File: src/pkg/snh_params.svh
`ifndef SNH_PARAMS_SVH
`define SNH_PARAMS_SVH

// clock rates and serial clock half period
`define SNH_SYS_NS    5
`define SNH_HALF_NS   20
`define SNH_HALF_CYC  (((`SNH_HALF_NS) + (`SNH_SYS_NS) - 1) / (`SNH_SYS_NS))
`define SNH_GAP_TICKS 4'h4

// opcodes
`define SNH_OP_RDC    8'h03
`define SNH_OP_FRDC   8'h0B
`define SNH_OP_RDC2   8'h3B
`define SNH_OP_RDC4   8'h6B
`define SNH_OP_RDCD   8'hBB
`define SNH_OP_RDCQ   8'hEB
`define SNH_OP_RDID   8'h9F
`define SNH_OP_SERN   8'h4B
`define SNH_OP_GETF   8'h0F
`define SNH_OP_SETF   8'h1F
`define SNH_OP_LD     8'h02
`define SNH_OP_LD4    8'h32
`define SNH_OP_RLD    8'h84
`define SNH_OP_RLD4   8'hC4
`define SNH_OP_RLD4B  8'h34
`define SNH_OP_RLDQ   8'h72
`define SNH_OP_PGRD   8'h13
`define SNH_OP_PEX    8'h10
`define SNH_OP_ERS    8'hD8
`define SNH_OP_WEN    8'h06
`define SNH_OP_WDIS   8'h04
`define SNH_OP_RST    8'hFF

// status feature, column limit, row layout
`define SNH_STAT_ADR  24'h0000C0
`define SNH_OPERATION_IN_PROGRESS 0
`define SNH_COL_MAX   12'h83F
`define SNH_SERN_DUM  5'h08
`define SNH_PG_W      6

`endif

File: src/pkg/snh_pkg.sv
package snh_pkg;
    typedef enum logic [1:0] {ST_IDLE, ST_SHIFT, ST_CSHI} snh_st_e;
    typedef enum logic [2:0] {PH_CMD, PH_ADDR, PH_DUM, PH_DATA, PH_END} snh_ph_e;
    // per-opcode frame shape, widths as log2 of line count
    typedef struct packed {
        logic       ok;
        logic [4:0] ab;
        logic [1:0] awl;
        logic [4:0] dc;
        logic [1:0] dwl;
        logic       rd;
        logic       dat;
        logic       qd;
        logic       bsy;
    } snh_op_s;
endpackage

File: src/pkg/snh_buf_if.sv
interface snh_buf_if;
    logic       in_valid;
    logic       in_ready;
    logic [7:0] in_data;
    logic       out_valid;
    logic       out_ready;
    logic [7:0] out_data;
    modport src  (output in_valid, in_data, out_ready, input in_ready, out_valid, out_data);
    modport fifo (input in_valid, in_data, out_ready, output in_ready, out_valid, out_data);
endinterface

File: src/core/snh_buf.sv
module snh_buf (
    input  wire logic   sys_clk,
    input  wire logic   rst_n,
    snh_buf_if.fifo     q
);
    logic [7:0] mem_r [2];
    logic [7:0] mem_nxt [2];
    logic       wp_r;
    logic       wp_nxt;
    logic       rp_r;
    logic       rp_nxt;
    logic [1:0] n_r;
    logic [1:0] n_nxt;
    logic       push;
    logic       pop;

    // honest full and empty flags
    assign q.in_ready  = n_r != 2'h2;
    assign q.out_valid = n_r != 2'h0;
    assign q.out_data  = mem_r[rp_r];
    assign push        = q.in_valid && q.in_ready;
    assign pop         = q.out_valid && q.out_ready;

    // pointer and occupancy update
    always_comb begin
        mem_nxt = mem_r;
        wp_nxt  = wp_r;
        rp_nxt  = rp_r;
        if (push) begin
            mem_nxt[wp_r] = q.in_data;
            wp_nxt        = !wp_r;
        end
        if (pop) begin
            rp_nxt = !rp_r;
        end
        n_nxt = n_r + {1'h0, push} - {1'h0, pop};
    end

    always_ff @(posedge sys_clk or negedge rst_n) begin
        if (!rst_n) begin
            mem_r[0] <= 8'h00;
            mem_r[1] <= 8'h00;
            wp_r     <= 1'h0;
            rp_r     <= 1'h0;
            n_r      <= 2'h0;
        end else begin
            mem_r <= mem_nxt;
            wp_r  <= wp_nxt;
            rp_r  <= rp_nxt;
            n_r   <= n_nxt;
        end
    end
endmodule

File: src/core/snh_ctrl.sv
`include "snh_params.svh"
module snh_ctrl (
    input  wire logic        sys_clk,
    input  wire logic        rst_n,
    input  wire logic        cmd_valid,
    output logic             cmd_ready,
    input  wire logic [7:0]  cmd_op,
    input  wire logic [23:0] cmd_addr,
    input  wire logic [11:0] cmd_len,
    input  wire logic        quad_lines_enable,
    input  wire logic        wr_valid,
    output logic             wr_ready,
    input  wire logic [7:0]  wr_data,
    output logic             rd_valid,
    input  wire logic        rd_ready,
    output logic [7:0]       rd_data,
    output logic             done,
    output logic             err,
    output logic [7:0]       status,
    output logic             sclk,
    output logic             cs_n,
    output logic [3:0]       io_o,
    output logic [3:0]       io_oe_n,
    input  wire logic [3:0]  io_i
);
    snh_pkg::snh_st_e st_r, st_nxt;
    snh_pkg::snh_ph_e ph_r, ph_nxt, np;
    snh_pkg::snh_op_s inf, cinf;
    logic [7:0]  op_r, op_nxt, rx_r, rx_nxt, stat_r, stat_nxt, sop;
    logic [23:0] addr_r, addr_nxt;
    logic [11:0] len_r, len_nxt;
    logic [4:0]  cnt_r, cnt_nxt;
    logic [31:0] sh_r, sh_nxt;
    logic [3:0]  div_r, div_nxt, gap_r, gap_nxt, s1_r, s2_r;
    logic [16:0] lr_r, lr_nxt;
    logic        sclk_r, sclk_nxt, cs_n_r, cs_n_nxt, ld_r, ld_nxt;
    logic        poll_r, poll_nxt, wen_r, wen_nxt, lrv_r, lrv_nxt;
    logic        done_r, done_nxt, err_r, err_nxt;
    logic        tick, take, bad, ord_bad, push, drv;
    logic [1:0]  wl;

    // frame shape of each opcode
    function automatic snh_pkg::snh_op_s dec(input logic [7:0] op);
        unique case (op)
            `SNH_OP_RDC, `SNH_OP_FRDC: dec = '{1'h1, 5'h10, 2'h0, 5'h08, 2'h0, 1'h1, 1'h1, 1'h0, 1'h0};
            `SNH_OP_RDC2:              dec = '{1'h1, 5'h10, 2'h0, 5'h08, 2'h1, 1'h1, 1'h1, 1'h0, 1'h0};
            `SNH_OP_RDC4:              dec = '{1'h1, 5'h10, 2'h0, 5'h08, 2'h2, 1'h1, 1'h1, 1'h1, 1'h0};
            `SNH_OP_RDCD:              dec = '{1'h1, 5'h10, 2'h1, 5'h04, 2'h1, 1'h1, 1'h1, 1'h0, 1'h0};
            `SNH_OP_RDCQ:              dec = '{1'h1, 5'h10, 2'h2, 5'h02, 2'h2, 1'h1, 1'h1, 1'h1, 1'h0};
            `SNH_OP_RDID, `SNH_OP_GETF: dec = '{1'h1, 5'h08, 2'h0, 5'h00, 2'h0, 1'h1, 1'h1, 1'h0, 1'h0};
            `SNH_OP_SERN:              dec = '{1'h1, 5'h18, 2'h0, `SNH_SERN_DUM, 2'h0, 1'h1, 1'h1, 1'h0, 1'h0};
            `SNH_OP_SETF:              dec = '{1'h1, 5'h08, 2'h0, 5'h00, 2'h0, 1'h0, 1'h1, 1'h0, 1'h0};
            `SNH_OP_LD, `SNH_OP_RLD:   dec = '{1'h1, 5'h10, 2'h0, 5'h00, 2'h0, 1'h0, 1'h1, 1'h0, 1'h0};
            `SNH_OP_LD4, `SNH_OP_RLD4, `SNH_OP_RLD4B:
                                       dec = '{1'h1, 5'h10, 2'h0, 5'h00, 2'h2, 1'h0, 1'h1, 1'h1, 1'h0};
            `SNH_OP_RLDQ:              dec = '{1'h1, 5'h10, 2'h2, 5'h00, 2'h2, 1'h0, 1'h1, 1'h1, 1'h0};
            `SNH_OP_PGRD, `SNH_OP_PEX, `SNH_OP_ERS:
                                       dec = '{1'h1, 5'h18, 2'h0, 5'h00, 2'h0, 1'h0, 1'h0, 1'h0, 1'h1};
            `SNH_OP_WEN, `SNH_OP_WDIS: dec = '{1'h1, 5'h00, 2'h0, 5'h00, 2'h0, 1'h0, 1'h0, 1'h0, 1'h0};
            `SNH_OP_RST:               dec = '{1'h1, 5'h00, 2'h0, 5'h00, 2'h0, 1'h0, 1'h0, 1'h0, 1'h1};
            default:                   dec = '0;
        endcase
    endfunction

    // serial clocks per phase (per byte in the data phase)
    function automatic logic [4:0] pclk(input snh_pkg::snh_ph_e p, input snh_pkg::snh_op_s i);
        unique case (p)
            snh_pkg::PH_CMD:  pclk = 5'h08;
            snh_pkg::PH_ADDR: pclk = i.ab >> i.awl;
            snh_pkg::PH_DUM:  pclk = i.dc;
            snh_pkg::PH_DATA: pclk = 5'h08 >> i.dwl;
            snh_pkg::PH_END:  pclk = 5'h01;
        endcase
    endfunction

    // next non-empty phase
    function automatic snh_pkg::snh_ph_e nph(input snh_pkg::snh_ph_e p, input snh_pkg::snh_op_s i,
                                             input logic [11:0] n);
        nph = snh_pkg::PH_END;
        if (p == snh_pkg::PH_CMD && i.ab != 5'h00) begin
            nph = snh_pkg::PH_ADDR;
        end else if (p <= snh_pkg::PH_ADDR && i.dc != 5'h00) begin
            nph = snh_pkg::PH_DUM;
        end else if (p <= snh_pkg::PH_DUM && i.dat && n != 12'h000) begin
            nph = snh_pkg::PH_DATA;
        end
    endfunction

    // two-entry read buffer
    snh_buf_if bif ();
    snh_buf u_buf (
        .sys_clk (sys_clk),
        .rst_n   (rst_n),
        .q       (bif.fifo)
    );
    assign bif.in_valid  = push;
    assign bif.in_data   = rx_nxt;
    assign bif.out_ready = rd_ready;
    assign rd_valid      = bif.out_valid;
    assign rd_data       = bif.out_data;

    // decode and command checks
    assign inf       = dec(op_r);
    assign cinf      = dec(cmd_op);
    assign tick      = div_r == 4'h0;
    assign cmd_ready = st_r == snh_pkg::ST_IDLE && !poll_r;
    assign take      = cmd_valid && cmd_ready;
    assign sop       = poll_r ? `SNH_OP_GETF : cmd_op;
    assign np        = nph(ph_r, inf, len_r);
    assign ord_bad   = lrv_r && cmd_addr[16:`SNH_PG_W] == lr_r[16:`SNH_PG_W]
                     && cmd_addr[`SNH_PG_W-1:0] <= lr_r[`SNH_PG_W-1:0];
    assign bad       = !cinf.ok
                     || (cinf.qd && !quad_lines_enable)
                     || ((cmd_op == `SNH_OP_PEX || cmd_op == `SNH_OP_ERS) && !wen_r)
                     || (cmd_op == `SNH_OP_PEX && ord_bad)
                     || (cinf.ab == 5'h10 && cmd_addr[11:0] > `SNH_COL_MAX);
    assign done      = done_r;
    assign err       = err_r;
    assign status    = stat_r;
    assign sclk      = sclk_r;
    assign cs_n      = cs_n_r;

    // pin drive by phase width; io2/io3 held high below quad width, all lines released outside ST_SHIFT
    always_comb begin
        unique case (ph_r)
            snh_pkg::PH_ADDR: wl = inf.awl;
            snh_pkg::PH_DATA: wl = inf.dwl;
            default:          wl = 2'h0;
        endcase
        drv = st_r == snh_pkg::ST_SHIFT && (ph_r == snh_pkg::PH_CMD || ph_r == snh_pkg::PH_ADDR
              || (ph_r == snh_pkg::PH_DATA && !inf.rd));
        unique case (wl)
            2'h0: begin
                io_o    = {2'h3, 1'h0, sh_r[31]};
                io_oe_n = {2'h0, 1'h1, !drv};
            end
            2'h1: begin
                io_o    = {2'h3, sh_r[31:30]};
                io_oe_n = {2'h0, {2{!drv}}};
            end
            default: begin
                io_o    = sh_r[31:28];
                io_oe_n = {4{!drv}};
            end
        endcase
        if (st_r != snh_pkg::ST_SHIFT) begin
            io_oe_n = 4'hF;
        end
    end

    // frame sequencer
    always_comb begin
        st_nxt   = st_r;
        ph_nxt   = ph_r;
        op_nxt   = op_r;
        addr_nxt = addr_r;
        len_nxt  = len_r;
        cnt_nxt  = cnt_r;
        sh_nxt   = sh_r;
        rx_nxt   = rx_r;
        stat_nxt = stat_r;
        gap_nxt  = gap_r;
        lr_nxt   = lr_r;
        sclk_nxt = sclk_r;
        cs_n_nxt = cs_n_r;
        ld_nxt   = ld_r;
        poll_nxt = poll_r;
        wen_nxt  = wen_r;
        lrv_nxt  = lrv_r;
        done_nxt = 1'h0;
        err_nxt  = 1'h0;
        push     = 1'h0;
        wr_ready = 1'h0;
        div_nxt  = tick ? 4'(`SNH_HALF_CYC - 1) : div_r - 4'h1;
        unique case (st_r)
            snh_pkg::ST_IDLE: begin
                if (take && bad) begin
                    err_nxt = 1'h1;
                end
                if (poll_r || (take && !bad)) begin
                    st_nxt   = snh_pkg::ST_SHIFT;
                    ph_nxt   = snh_pkg::PH_CMD;
                    cs_n_nxt = 1'h0;
                    sclk_nxt = 1'h0;
                    ld_nxt   = 1'h0;
                    cnt_nxt  = 5'h08;
                    op_nxt   = sop;
                    sh_nxt   = {sop, 24'h000000};
                    div_nxt  = 4'(`SNH_HALF_CYC - 1);
                    addr_nxt = poll_r ? `SNH_STAT_ADR : cmd_addr;
                    len_nxt  = poll_r ? 12'h001 : cmd_len;
                end
                if (take && !bad) begin
                    wen_nxt  = cmd_op == `SNH_OP_WEN;
                    poll_nxt = cinf.bsy;
                    if (cmd_op == `SNH_OP_PEX) begin
                        lr_nxt  = cmd_addr[16:0];
                        lrv_nxt = 1'h1;
                    end
                    if (cmd_op == `SNH_OP_ERS && cmd_addr[16:`SNH_PG_W] == lr_r[16:`SNH_PG_W]) begin
                        lrv_nxt = 1'h0;
                    end
                end
            end
            snh_pkg::ST_SHIFT: begin
                if (tick && !sclk_r) begin
                    // rising edge: sample, count; stall if the buffer is full
                    if (!(ph_r == snh_pkg::PH_DATA && inf.rd && !poll_r && cnt_r == 5'h01
                          && !bif.in_ready)) begin
                        sclk_nxt = 1'h1;
                        if (ph_r == snh_pkg::PH_DATA && inf.rd) begin
                            unique case (inf.dwl)
                                2'h0:    rx_nxt = {rx_r[6:0], s2_r[1]};
                                2'h1:    rx_nxt = {rx_r[5:0], s2_r[1:0]};
                                default: rx_nxt = {rx_r[3:0], s2_r};
                            endcase
                        end
                        if (cnt_r != 5'h01) begin
                            cnt_nxt = cnt_r - 5'h01;
                        end else if (ph_r == snh_pkg::PH_DATA) begin
                            push     = inf.rd && !poll_r;
                            stat_nxt = (inf.rd && poll_r) ? rx_nxt : stat_r;
                            ld_nxt   = 1'h1;
                            cnt_nxt  = pclk(snh_pkg::PH_DATA, inf);
                            len_nxt  = len_r - 12'h001;
                            if (len_r == 12'h001) begin
                                ph_nxt = snh_pkg::PH_END;
                            end
                        end else begin
                            ph_nxt  = np;
                            cnt_nxt = pclk(np, inf);
                            ld_nxt  = 1'h1;
                        end
                    end
                end else if (tick) begin
                    // falling edge: present next bits; stall if no write byte
                    if (!(ld_r && ph_r == snh_pkg::PH_DATA && !inf.rd && !wr_valid)) begin
                        sclk_nxt = 1'h0;
                        ld_nxt   = 1'h0;
                        if (ph_r == snh_pkg::PH_END) begin
                            st_nxt  = snh_pkg::ST_CSHI;
                            gap_nxt = `SNH_GAP_TICKS;
                        end else if (ld_r && ph_r == snh_pkg::PH_ADDR) begin
                            sh_nxt = {addr_r << (5'h18 - inf.ab), 8'h00};
                        end else if (ld_r && ph_r == snh_pkg::PH_DATA) begin
                            wr_ready = !inf.rd;
                            sh_nxt   = {inf.rd ? 8'h00 : wr_data, 24'h000000};
                        end else if (ld_r) begin
                            sh_nxt = 32'h00000000;
                        end else begin
                            sh_nxt = sh_r << (3'h1 << wl);
                        end
                    end
                end
            end
            snh_pkg::ST_CSHI: begin
                // chip select high ends the frame, then a gap
                if (tick) begin
                    cs_n_nxt = 1'h1;
                    if (gap_r != 4'h0) begin
                        gap_nxt = gap_r - 4'h1;
                    end else begin
                        st_nxt = snh_pkg::ST_IDLE;
                        if (!poll_r) begin
                            done_nxt = 1'h1;
                        end else if (op_r == `SNH_OP_GETF && !stat_r[`SNH_OPERATION_IN_PROGRESS]) begin
                            poll_nxt = 1'h0;
                            done_nxt = 1'h1;
                        end
                    end
                end
            end
            default: st_nxt = snh_pkg::ST_IDLE;
        endcase
    end

    always_ff @(posedge sys_clk or negedge rst_n) begin
        if (!rst_n) begin
            st_r   <= snh_pkg::ST_IDLE;
            ph_r   <= snh_pkg::PH_CMD;
            op_r   <= 8'h00;
            addr_r <= 24'h000000;
            len_r  <= 12'h000;
            cnt_r  <= 5'h00;
            sh_r   <= 32'h00000000;
            rx_r   <= 8'h00;
            stat_r <= 8'h00;
            gap_r  <= 4'h0;
            div_r  <= 4'h0;
            lr_r   <= 17'h00000;
            sclk_r <= 1'h0;
            cs_n_r <= 1'h1;
            ld_r   <= 1'h0;
            poll_r <= 1'h0;
            wen_r  <= 1'h0;
            lrv_r  <= 1'h0;
            done_r <= 1'h0;
            err_r  <= 1'h0;
            s1_r   <= 4'h0;
            s2_r   <= 4'h0;
        end else begin
            st_r   <= st_nxt;
            ph_r   <= ph_nxt;
            op_r   <= op_nxt;
            addr_r <= addr_nxt;
            len_r  <= len_nxt;
            cnt_r  <= cnt_nxt;
            sh_r   <= sh_nxt;
            rx_r   <= rx_nxt;
            stat_r <= stat_nxt;
            gap_r  <= gap_nxt;
            div_r  <= div_nxt;
            lr_r   <= lr_nxt;
            sclk_r <= sclk_nxt;
            cs_n_r <= cs_n_nxt;
            ld_r   <= ld_nxt;
            poll_r <= poll_nxt;
            wen_r  <= wen_nxt;
            lrv_r  <= lrv_nxt;
            done_r <= done_nxt;
            err_r  <= err_nxt;
            s1_r   <= io_i;
            s2_r   <= s1_r;
        end
    end
endmodule

File: config.mk
export PLATFORM = sky130hd
export DESIGN_NAME = snh_ctrl
export DESIGN_NICKNAME = d
export VERILOG_FILES = /design/src/pkg/snh_pkg.sv /design/src/pkg/snh_buf_if.sv /design/src/core/snh_buf.sv /design/src/core/snh_ctrl.sv
export VERILOG_INCLUDE_DIRS = /design/src /design/src/pkg
export SDC_FILE = /design/constraint.sdc
export NUM_CORES = 1
export LEC_CHECK = 0
export BUFFER_PORTS_ARGS = -buffer_cell sky130_fd_sc_hd__buf_2
export CAP_MARGIN = 20
export CORE_MARGIN = 2
export CORE_UTILIZATION = 54
export CTS_BUF_LIST = sky130_fd_sc_hd__clkbuf_16
export DETAILED_ROUTE_END_ITERATION = 7
export PLACE_DENSITY_LB_ADDON = 0.3
export SLEW_MARGIN = 20
export SYNTH_ARGS = -nofsm -noshare
export SYNTH_HDL_FRONTEND = slang
export SYNTH_HIERARCHICAL = 1
export SYNTH_SLANG_ARGS = --single-unit
File: constraint.sdc
create_clock -name sys_clk -period 4.3 [get_ports sys_clk]
set_input_delay 0.215 -clock sys_clk [delete_from_list [all_inputs] [get_ports sys_clk]]
set_output_delay 0.215 -clock sys_clk [all_outputs]
set_load 0.03 [all_outputs]
## After elaboration in Yosys (flattened, before gate mapping)

Cells that the tools add are included.

- Mux-type cells: 110
- Eq/ne operators: 81
- Shift-type cells: 5
- Add/sub/neg operators: 7
- Magnitude comparators: 7
- Bitwise operators: 4
- Reduce and logical (&&, ||, !) cells: 95

Operator list:

| cell | number |
|---|---|
| 19-bit case mux with 14 select lines | 1 |
| 32-bit two-way mux | 8 |
| 18-bit case mux with 14 select lines | 1 |
| 8-bit == test (second input constant) | 14 |
| 8-bit two-way mux | 10 |
| 12-bit two-way mux | 6 |
| 32-bit case mux with 2 select lines | 1 |
| 8-bit by 5-bit == test with 1-bit output (second input constant) | 6 |
| 8-bit by 6-bit == test with 1-bit output (second input constant) | 6 |
| 8-bit by 7-bit == test with 1-bit output (second input constant) | 6 |
| 4-bit two-way mux | 10 |
| 1-bit two-way mux | 35 |
| 8-bit by 2-bit == test with 1-bit output (second input constant) | 4 |
| 8-bit by 3-bit == test with 1-bit output (second input constant) | 4 |
| 8-bit by 4-bit == test with 1-bit output (second input constant) | 4 |
| 1-bit logical AND | 32 |
| 32-bit by 3-bit left shift with 32-bit output | 1 |
| 6-bit AND reduction | 5 |
| 3-bit two-way mux | 9 |
| 5-bit two-way mux | 5 |
| 5-bit case mux with 5 select lines | 1 |
| 24-bit two-way mux | 1 |
| 12-bit case mux with 2 select lines | 1 |
| 4-bit case mux with 2 select lines | 3 |
| other kinds (57) | 135 |

- Output and inout bits: 31
- Register bits after elaboration: 163
- Input port bits: 62
- Word-level logic and storage cells: 336

## Logic depth before layout (Yosys ltp)

Gate-level depths: netlist of run 1.

- Depth after elaboration: 15
- Mapped depth: 14
- Depth with buffers taken out: 12

## Hierarchy

Netlist of run 1, hierarchy kept.

By module, submodules not included:

| module | instances | cells each | area an instance (µm²) |
|---|---|---|---|
| snh_ctrl | 1 | 970 | 8768.4 |
| snh_buf | 1 | 60 | 972.2 |

## Least setup slack after synthesis of run 1

No wires, ideal clock.

- Path type: register to output
- Start point: register op_r[4]
- End point: output io_oe_n[3]
- Data arrival time: 3.179 ns
- Stages on the path, launching flop included: 10
- Data required time: 4.085 ns
- Path slack: 0.906 ns
- Cell sequence: dfrtp_1 > clkbuf_1 > nor4b_1 > o2111ai_1 > nand2b_1 > o211ai_1 > clkbuf_1 > clkbuf_1 > a21boi_0 > buf_4

- Longest elaborated chain between the ends: 10
- Elaborated cells on any way between the ends: 39
- Classes of those cells: eq/ne (23); mux (4); reduce/logical (12)

RTL lines:

| element | RTL line | text |
|---|---|---|
| start, declared | snh_ctrl.sv:29 | `logic [7:0] op_r, op_nxt, rx_r, rx_nxt, stat_r, stat_nxt, sop;` |
| start signal, assigned | snh_ctrl.sv:304 | `op_r <= op_nxt;` |
| 8-bit by 5-bit == test with 1-bit output (tied with other cells) | snh_ctrl.sv:44 | `unique case (op)` |
| 3-bit OR reduction or 2-bit OR reduction (tied branches) | snh_ctrl.sv:44 |  |
| 18-bit case mux with 14 select lines * | snh_ctrl.sv:44 |  |
| branches (longest 5 deep; another with 2-bit case mux with 2 select lines) | - |  |
| 4-bit case mux with 2 select lines * | snh_ctrl.sv:132 | `unique case (wl)` |
| 4-bit two-way mux * | snh_ctrl.sv:146 | `if (st_r != snh_pkg::ST_SHIFT) begin` |
| end, declared | snh_ctrl.sv:23 | `output logic [3:0] io_oe_n,` |

Mark *: on every way between the ends.

## Worst setup path after layout of run 1

- Start point: register op_r[7]
- End point: output io_o[0]

- Longest elaborated chain between the ends: 6
- Elaborated cells on any way between the ends: 33
- Classes of those cells: eq/ne (23); mux (3); reduce/logical (7)

RTL lines:

| element | RTL line | text |
|---|---|---|
| 8-bit by 5-bit == test with 1-bit output (tied with other cells) | snh_ctrl.sv:44 |  |
| 3-bit OR reduction or 2-bit OR reduction (tied branches) | snh_ctrl.sv:44 |  |
| 18-bit case mux with 14 select lines * | snh_ctrl.sv:44 |  |
| 2-bit case mux with 2 select lines * | snh_ctrl.sv:125 | `unique case (ph_r)` |
| 2-bit by 1-bit == test with 1-bit output or 2-bit zero test (tied branches) | snh_ctrl.sv:132 |  |
| 4-bit case mux with 2 select lines * | snh_ctrl.sv:132 |  |
| end, declared | snh_ctrl.sv:22 | `output logic [3:0] io_o,` |

Mark *: on every way between the ends. The rest lies on a longest branch, timed or not.

==> qor.yml, run 1 <==
worst_setup_path:
  critPathKind: "flop to output port"
  cp.required_ns: 4.09
  cp_top_family: "simple AND/OR/NAND/NOR gates"
  cp_max_fo: 54
  slowest_delay_ns: 0.63
  crit_chain: "nor4b_1, o2111ai_1, nand2b_1, o211ai_1, buf_4, nand2_1, o221ai_1, buf_2"
  critPathBufInv: 2
  end_kind: "output port"
  slowest_stage: "nor4b_1"
  cp-start-kind: "flop"
  arrival_ns: 3.34
sta:
  fin_crit_sh_pct: 82.6
  worstMarginPinSlew_ns: 1.04
  setup_viol: 0
  maxSlewViolCount: 0
  final_hold_viol_count: 0
  max_freq_mhz: 282
  fin_crit_ns: 3.55
  worst_slack_ns: 0.749
  rsz0062_at_grt: "no"
  tns_ns: 0
  relSlewSlack_pct: 30.4
  fin_skew_ns: 0.0131
die:
  start_util_pct: 54.6
  die_y_um: 138
  core_um2: 17800
  num_rows: 49
  die-area_um2: 19100
  io_pins: 93
  die_w_um: 138
yosys:
  yosysWarnings: 6
  ys_top_cells_by_area: "dfrtp_1 42%, mux2_2 6.1%, mux2_4 3.9%"
  syn_avg_cell_area_um2: 9.46
  ys_seq_area_share_pct: 41.9
  yosys.area.top_type_share_pct: 41.6
  async_reset_ff_share_pct: 100
  synth_edf_count: 0
  synth_cell_types: 80
  syn-num-nets: 1107
  syn_area_um2: 9740
  ys_ff_latch: 163
  ys.flop_type: "dfrtp_1"
  yosysTopAreaCell: "dfrtp_1"
  synthCells: 1030
clock_network:
  cts_resized: 0
  cts_buffer_depth: 2
  postCtsSetupRepairBufs: 0
  tritoncts: "yes"
  cts_root_buf: "clkbuf_16"
  clk_pin_slew_worst_paths_ns: 0.07
  numCtsBuffers: 17
  clk_latency_ns: 0.44
  clkSinkCount: 163
  htree_levels: 4
  cts.hold.buffers_added: 11
detailed_routing:
  num_vias: 8490
  drc_errors: 0
  viasPerCell: 6.33
  drt_first_pass_iters: 6
  drtIter0Drc: 834
  wl_per_cell_um: 19.5
  ant_nets: 0
  totalWireLength_um: 26200
placement:
  port_buffers: 92
  hpwlAfterDp_um: 18400
  routabilityCongestion: 0.958
  dp_slack_ns: 0.932
pwr:
  power.density_nw_per_um2: 508
  peakVddDrop_mv: 0.310
  p_leak_uw: 0.00485
grt:
  grt_pass1_vias: 7897
  grt_max_degree: 89
  grt_first_pass_wirelength_um: 42500
  gr-total-overflow: 0
  track_usage_pct: 27.4
  grt_antenna_before_repair: 0
job:
  cap_violations: 0
final_layout:
  final_nets: 1176
  area_delta_synth_final_pct: 13.0
  drive_above_1_share_pct: 21.9
  final_common_cell: "dfrtp_1"
  most-common-layout-cells: "162 x dfrtp_1, 92 x nand2_1, 91 x nor2_1, 91 x buf_2, 53 x mux2_2"
  n_antenna_cell: 0
outcome:
  status: "completed"
hold_path:
  hold_class: "input pin to flop"
[flip-flops by register name, summed over array words and instances (netlist names), 2 cells and up]
signal       cells
cnt_r            5
u_buf/n_r        2
status           8
u_buf/mem_r     16
st_r             2
s2_r             4
div_r            4
lr_r            17
ph_r             3
len_r           12
op_r             8
gap_r            4
sh_r            32
rx_r             8
addr_r          24
s1_r             4
[cell families after synthesis]
family / synth area share, %
flops: 41.9
simple gates: 18.9
xor+xnor: 1.53
fa+ha+maj: 1.93
compound gates: 20.0
mux: 11.2
buf+inv: 4.48
[synth_stat cells (12+ instances only)]
| library cell | number |
|---|---|
| inv_1 | 31 |
| a31oi_1 | 21 |
| nand2_1 | 92 |
| nor2b_1 | 12 |
| and3_1 | 14 |
| nand2b_1 | 17 |
| nor3_1 | 30 |
| a22o_1 | 33 |
| clkbuf_1 | 62 |
| nor2_1 | 91 |
| ha_1 | 15 |
| o211ai_1 | 20 |
| a21oi_1 | 52 |
| o21ai_0 | 36 |
| dfrtp_1 | 162 |
| nor4_1 | 12 |
| xnor2_1 | 15 |
| mux2_4 | 25 |
| mux2_2 | 53 |
| nand3_1 | 38 |
[worst register-to-register path, cell delays in order (launching register included)]
cell,delay (ns)
dfrtp_1,0.58
nor4_1,0.61
a32oi_1,0.13
o21ai_0,0.55
or3_1,0.39
mux2_2,0.38
a22oi_1,0.24
o211ai_1,0.16
mux2_4,0.29
[report_power, final]
part | total (uW) | internal (uW) | switching, uW
Clock | 1430 | 752 | 680
Sequential | 2200 | 1800 | 398
Combinational | 1960 | 826 | 1140
[through the flow]
step / instances / power [uW] / cell area [um^2] / util (%) / hold WS (ns)
2_1_floorplan: 1030 / 3550 / 9740 / - / -0.0806
3_5_place_dp: 1298 / 4120 / 10300 / 58.0 / 0.330
3_3_place_gp: 1298 / 4100 / 10300 / 58.0 / 0.332
5_1_grt: 1341 / 5900 / 11000 / 61.7 / 0.0242
6_report: 1341 / 5590 / 11000 / 61.7 / 0.0332
4_1_cts: 1341 / 5580 / 11000 / 61.7 / 0.0126
[cell type report]
cell class                 instances  area (um^2)
timing repair buffer             123          727
multi-input combinational        762         5250
clock inverter                    15          121
fill                            1527         6830
clock buffer                      17          425
inverter                          32          120
sequential                       163         4080
tap                              229          287
[layer usage]
layer | GRT usage [%] | wire length (um)
met1 | 40.1 | 11800
met2 | 42.3 | 12100
met3 | 5.09 | 1940
met4 | 7.30 | 368
met5 | 0 | 0
[final timing paths]
check	depth (start not counted)	to	slack, ns	start
setup / recovery	8	io_o[0]	0.75	op_r[7]
max in group asynchronous	3	cs_n	2.79	rst_n
hold reg to reg	0	s2_r[3]	0.35	s1_r[3]
min in group asynchronous	2	sh_r[7]	0.44	rst_n
setup reg to reg	8	sh_r[30]	0.85	op_r[5]
hold / removal	2	addr_r[19]	0.03	cmd_addr[19]
(Power assumes the default switching activity.)
==> inputs of run 2 (changes only) <==
==> constraint.sdc (replaced) <==
create_clock -name sys_clk -period 2.9 [get_ports sys_clk]
set_input_delay 0.145 -clock sys_clk [delete_from_list [all_inputs] [get_ports sys_clk]]
set_output_delay 0.145 -clock sys_clk [all_outputs]
set_load 0.03 [all_outputs]
==> run 2 against run 1 <==
Effect of this change: hold slack got worse by 0.022 ns; count of clock-buffer cells in the layout did not move; largest cell class unchanged; first-iteration DRC count rose by 27%.
==> qor.yml, run 2 (same netlist as run 1, synthesis figures left out) <==
sta:
  fin_crit_ns: 2.84
  fin_skew_ns: 0.0111
  worstMarginPinSlew_ns: 0.766
  holdWs_ns: 0.0112
  maxSlewViolCount: 0
  relSlewSlack_pct: 48.8
  final_hold_viol_count: 0
  fin_crit_sh_pct: 98.0
  rsz0062_at_grt: "yes"
  tns_ns: 0
  worst_slack_ns: 0.0587
  setup_viol: 0
  max_freq_mhz: 352
worst_setup_path:
  slowest_delay_ns: 0.55
  end_kind: "flop"
  cp.required_ns: 3.21
  arrival_ns: 3.15
  crit_top_cell: "a21oi_1"
  crit_chain: "dlygate4sd3_1, buf_2, ha_1, a21oi_1, a21oi_1, a211oi_1, nor2_1, o21ai_2, or3_4, a211oi_4, buf_12, mux2_2"
  cp_max_fo: 18
  slowest_stage: "dlygate4sd3_1"
  critPathKind: "input pin to flop"
  cp-start-kind: "input pin"
detailed_routing:
  wl_per_cell_um: 20.2
  viasPerCell: 6.36
  totalWireLength_um: 28800
  drtIter0Drc: 1058
  drt_first_pass_iters: 6
  drc_errors: 0
  ant_nets: 0
  num_vias: 9083
clock_network:
  clk_latency_ns: 0.43
  htree_levels: 4
  clkSinkCount: 163
  tritoncts: "yes"
  cts_buffer_depth: 2
  clk_pin_slew_worst_paths_ns: 0.07
  numCtsBuffers: 17
  cts_root_buf: "clkbuf_16"
placement:
  port_buffers: 92
  routabilityCongestion: 0.942
  dp_slack_ns: -0.00111
  hpwlAfterDp_um: 19900
final_layout:
  regMostFlops: "sh_r"
  nFillCells: 1415
  most-common-layout-cells: "159 x dfrtp_1, 91 x nand2_1, 90 x nor2_1, 89 x buf_2, 83 x buf_4"
  reg_top3: "sh_r (32), addr_r (24), lr_r (17)"
  area_delta_synth_final_pct: 23.1
  drive_above_1_share_pct: 28.1
  final_nets: 1263
  final_common_cell: "dfrtp_1"
  n_antenna_cell: 0
  largest_register_ffs: 32
die:
  io_pins: 93
  core_um2: 17800
  num_rows: 49
  die-area_um2: 19100
  die_y_um: 138
  die_w_um: 138
  start_util_pct: 54.6
grt:
  gr-total-overflow: 0
  grt_first_pass_wirelength_um: 46100
  grt_pass1_vias: 8605
  track_usage_pct: 29.6
  grt_max_degree: 84
  grt_antenna_before_repair: 0
outcome:
  status: "completed"
pwr:
  power.density_nw_per_um2: 746
  p_leak_uw: 0.00535
  peakVddDrop_mv: 0.510
job:
  cap_violations: 0
hold_path:
  hold_class: "input pin to flop"
run 2: changes by cell type in the layout (fill, tap and decap cells not counted), sizes merged:
| cell | before | now |
|---|---|---|
| buf | 112 | 182 |
| clkbuf | 17 | 18 |
| clkinv | 1 | 7 |
| clkinvlp | 6 | 1 |
| dlygate4sd3 | 11 | 27 |
| inv | 40 | 39 |
run 2: layer usage:
layer,wire (um),track usage [%]
met2,13200,45.5
met3,2390,6.10
met1,12400,42.4
met4,802,9.40
met5,0,0
run 2: worst max-delay path, delay by kind of cell:
family,cells,cell delay [ns]
buf+inv,3,0.91
compound gates,5,0.74
simple gates,2,0.66
mux,1,0.36
fa+ha+maj,1,0.33
run 2: cell type report:
cell class	instances	area, um^2	share of cell area (%)
inverter	32	120	1.00
timing repair buffer	210	1540	12.8
clock inverter	15	165	1.38
sequential	163	4080	34.1
tap	229	287	2.39
clock buffer	17	425	3.55
multi-input combinational	762	5370	44.8
run 2: final timing paths:
| kind | startpoint | endpoint | slack, ns | cells past startpoint |
|---|---|---|---|---|
| min reg2reg | s1_r[1] | s2_r[1] | 0.35 | 0 |
| max reg2reg | lr_r[2] | sh_r[5] | 0.07 | 11 |
| max in group asynchronous | rst_n | op_r[4] | 1.79 | 3 |
| min in group asynchronous | rst_n | sh_r[15] | 0.16 | 2 |
| min | cmd_addr[11] | addr_r[11] | 0.01 | 2 |
| max | cmd_addr[2] | sh_r[5] | 0.06 | 12 |
run 2: repair_timing:
action	in CTS	in global routing
endpoints found under the setup margin	6	79
cloned	0	1
endpoints found under the hold margin	71	0
pin swaps	0	3
resized for setup	4	28
hold buffers	27	0
setup buffers	0	7
run 2: through the flow:
step / instances / util, % / power (uW) / instance area (um^2)
after floorplan: 1030 / - / 5270 / 9760
after global placement: 1361 / 61.3 / 6410 / 10900
after detailed placement: 1361 / 61.3 / 6480 / 10900
after CTS: 1420 / 66.2 / 8760 / 11800
after global routing: 1428 / 67.2 / 9360 / 12000
final: 1428 / 67.2 / 8940 / 12000
run 2: power breakdown:
part           total, uW  switching (uW)  internal (uW)
clock               2230            1080           1150
sequential          3180             514           2670
combinational       3520            1990           1530
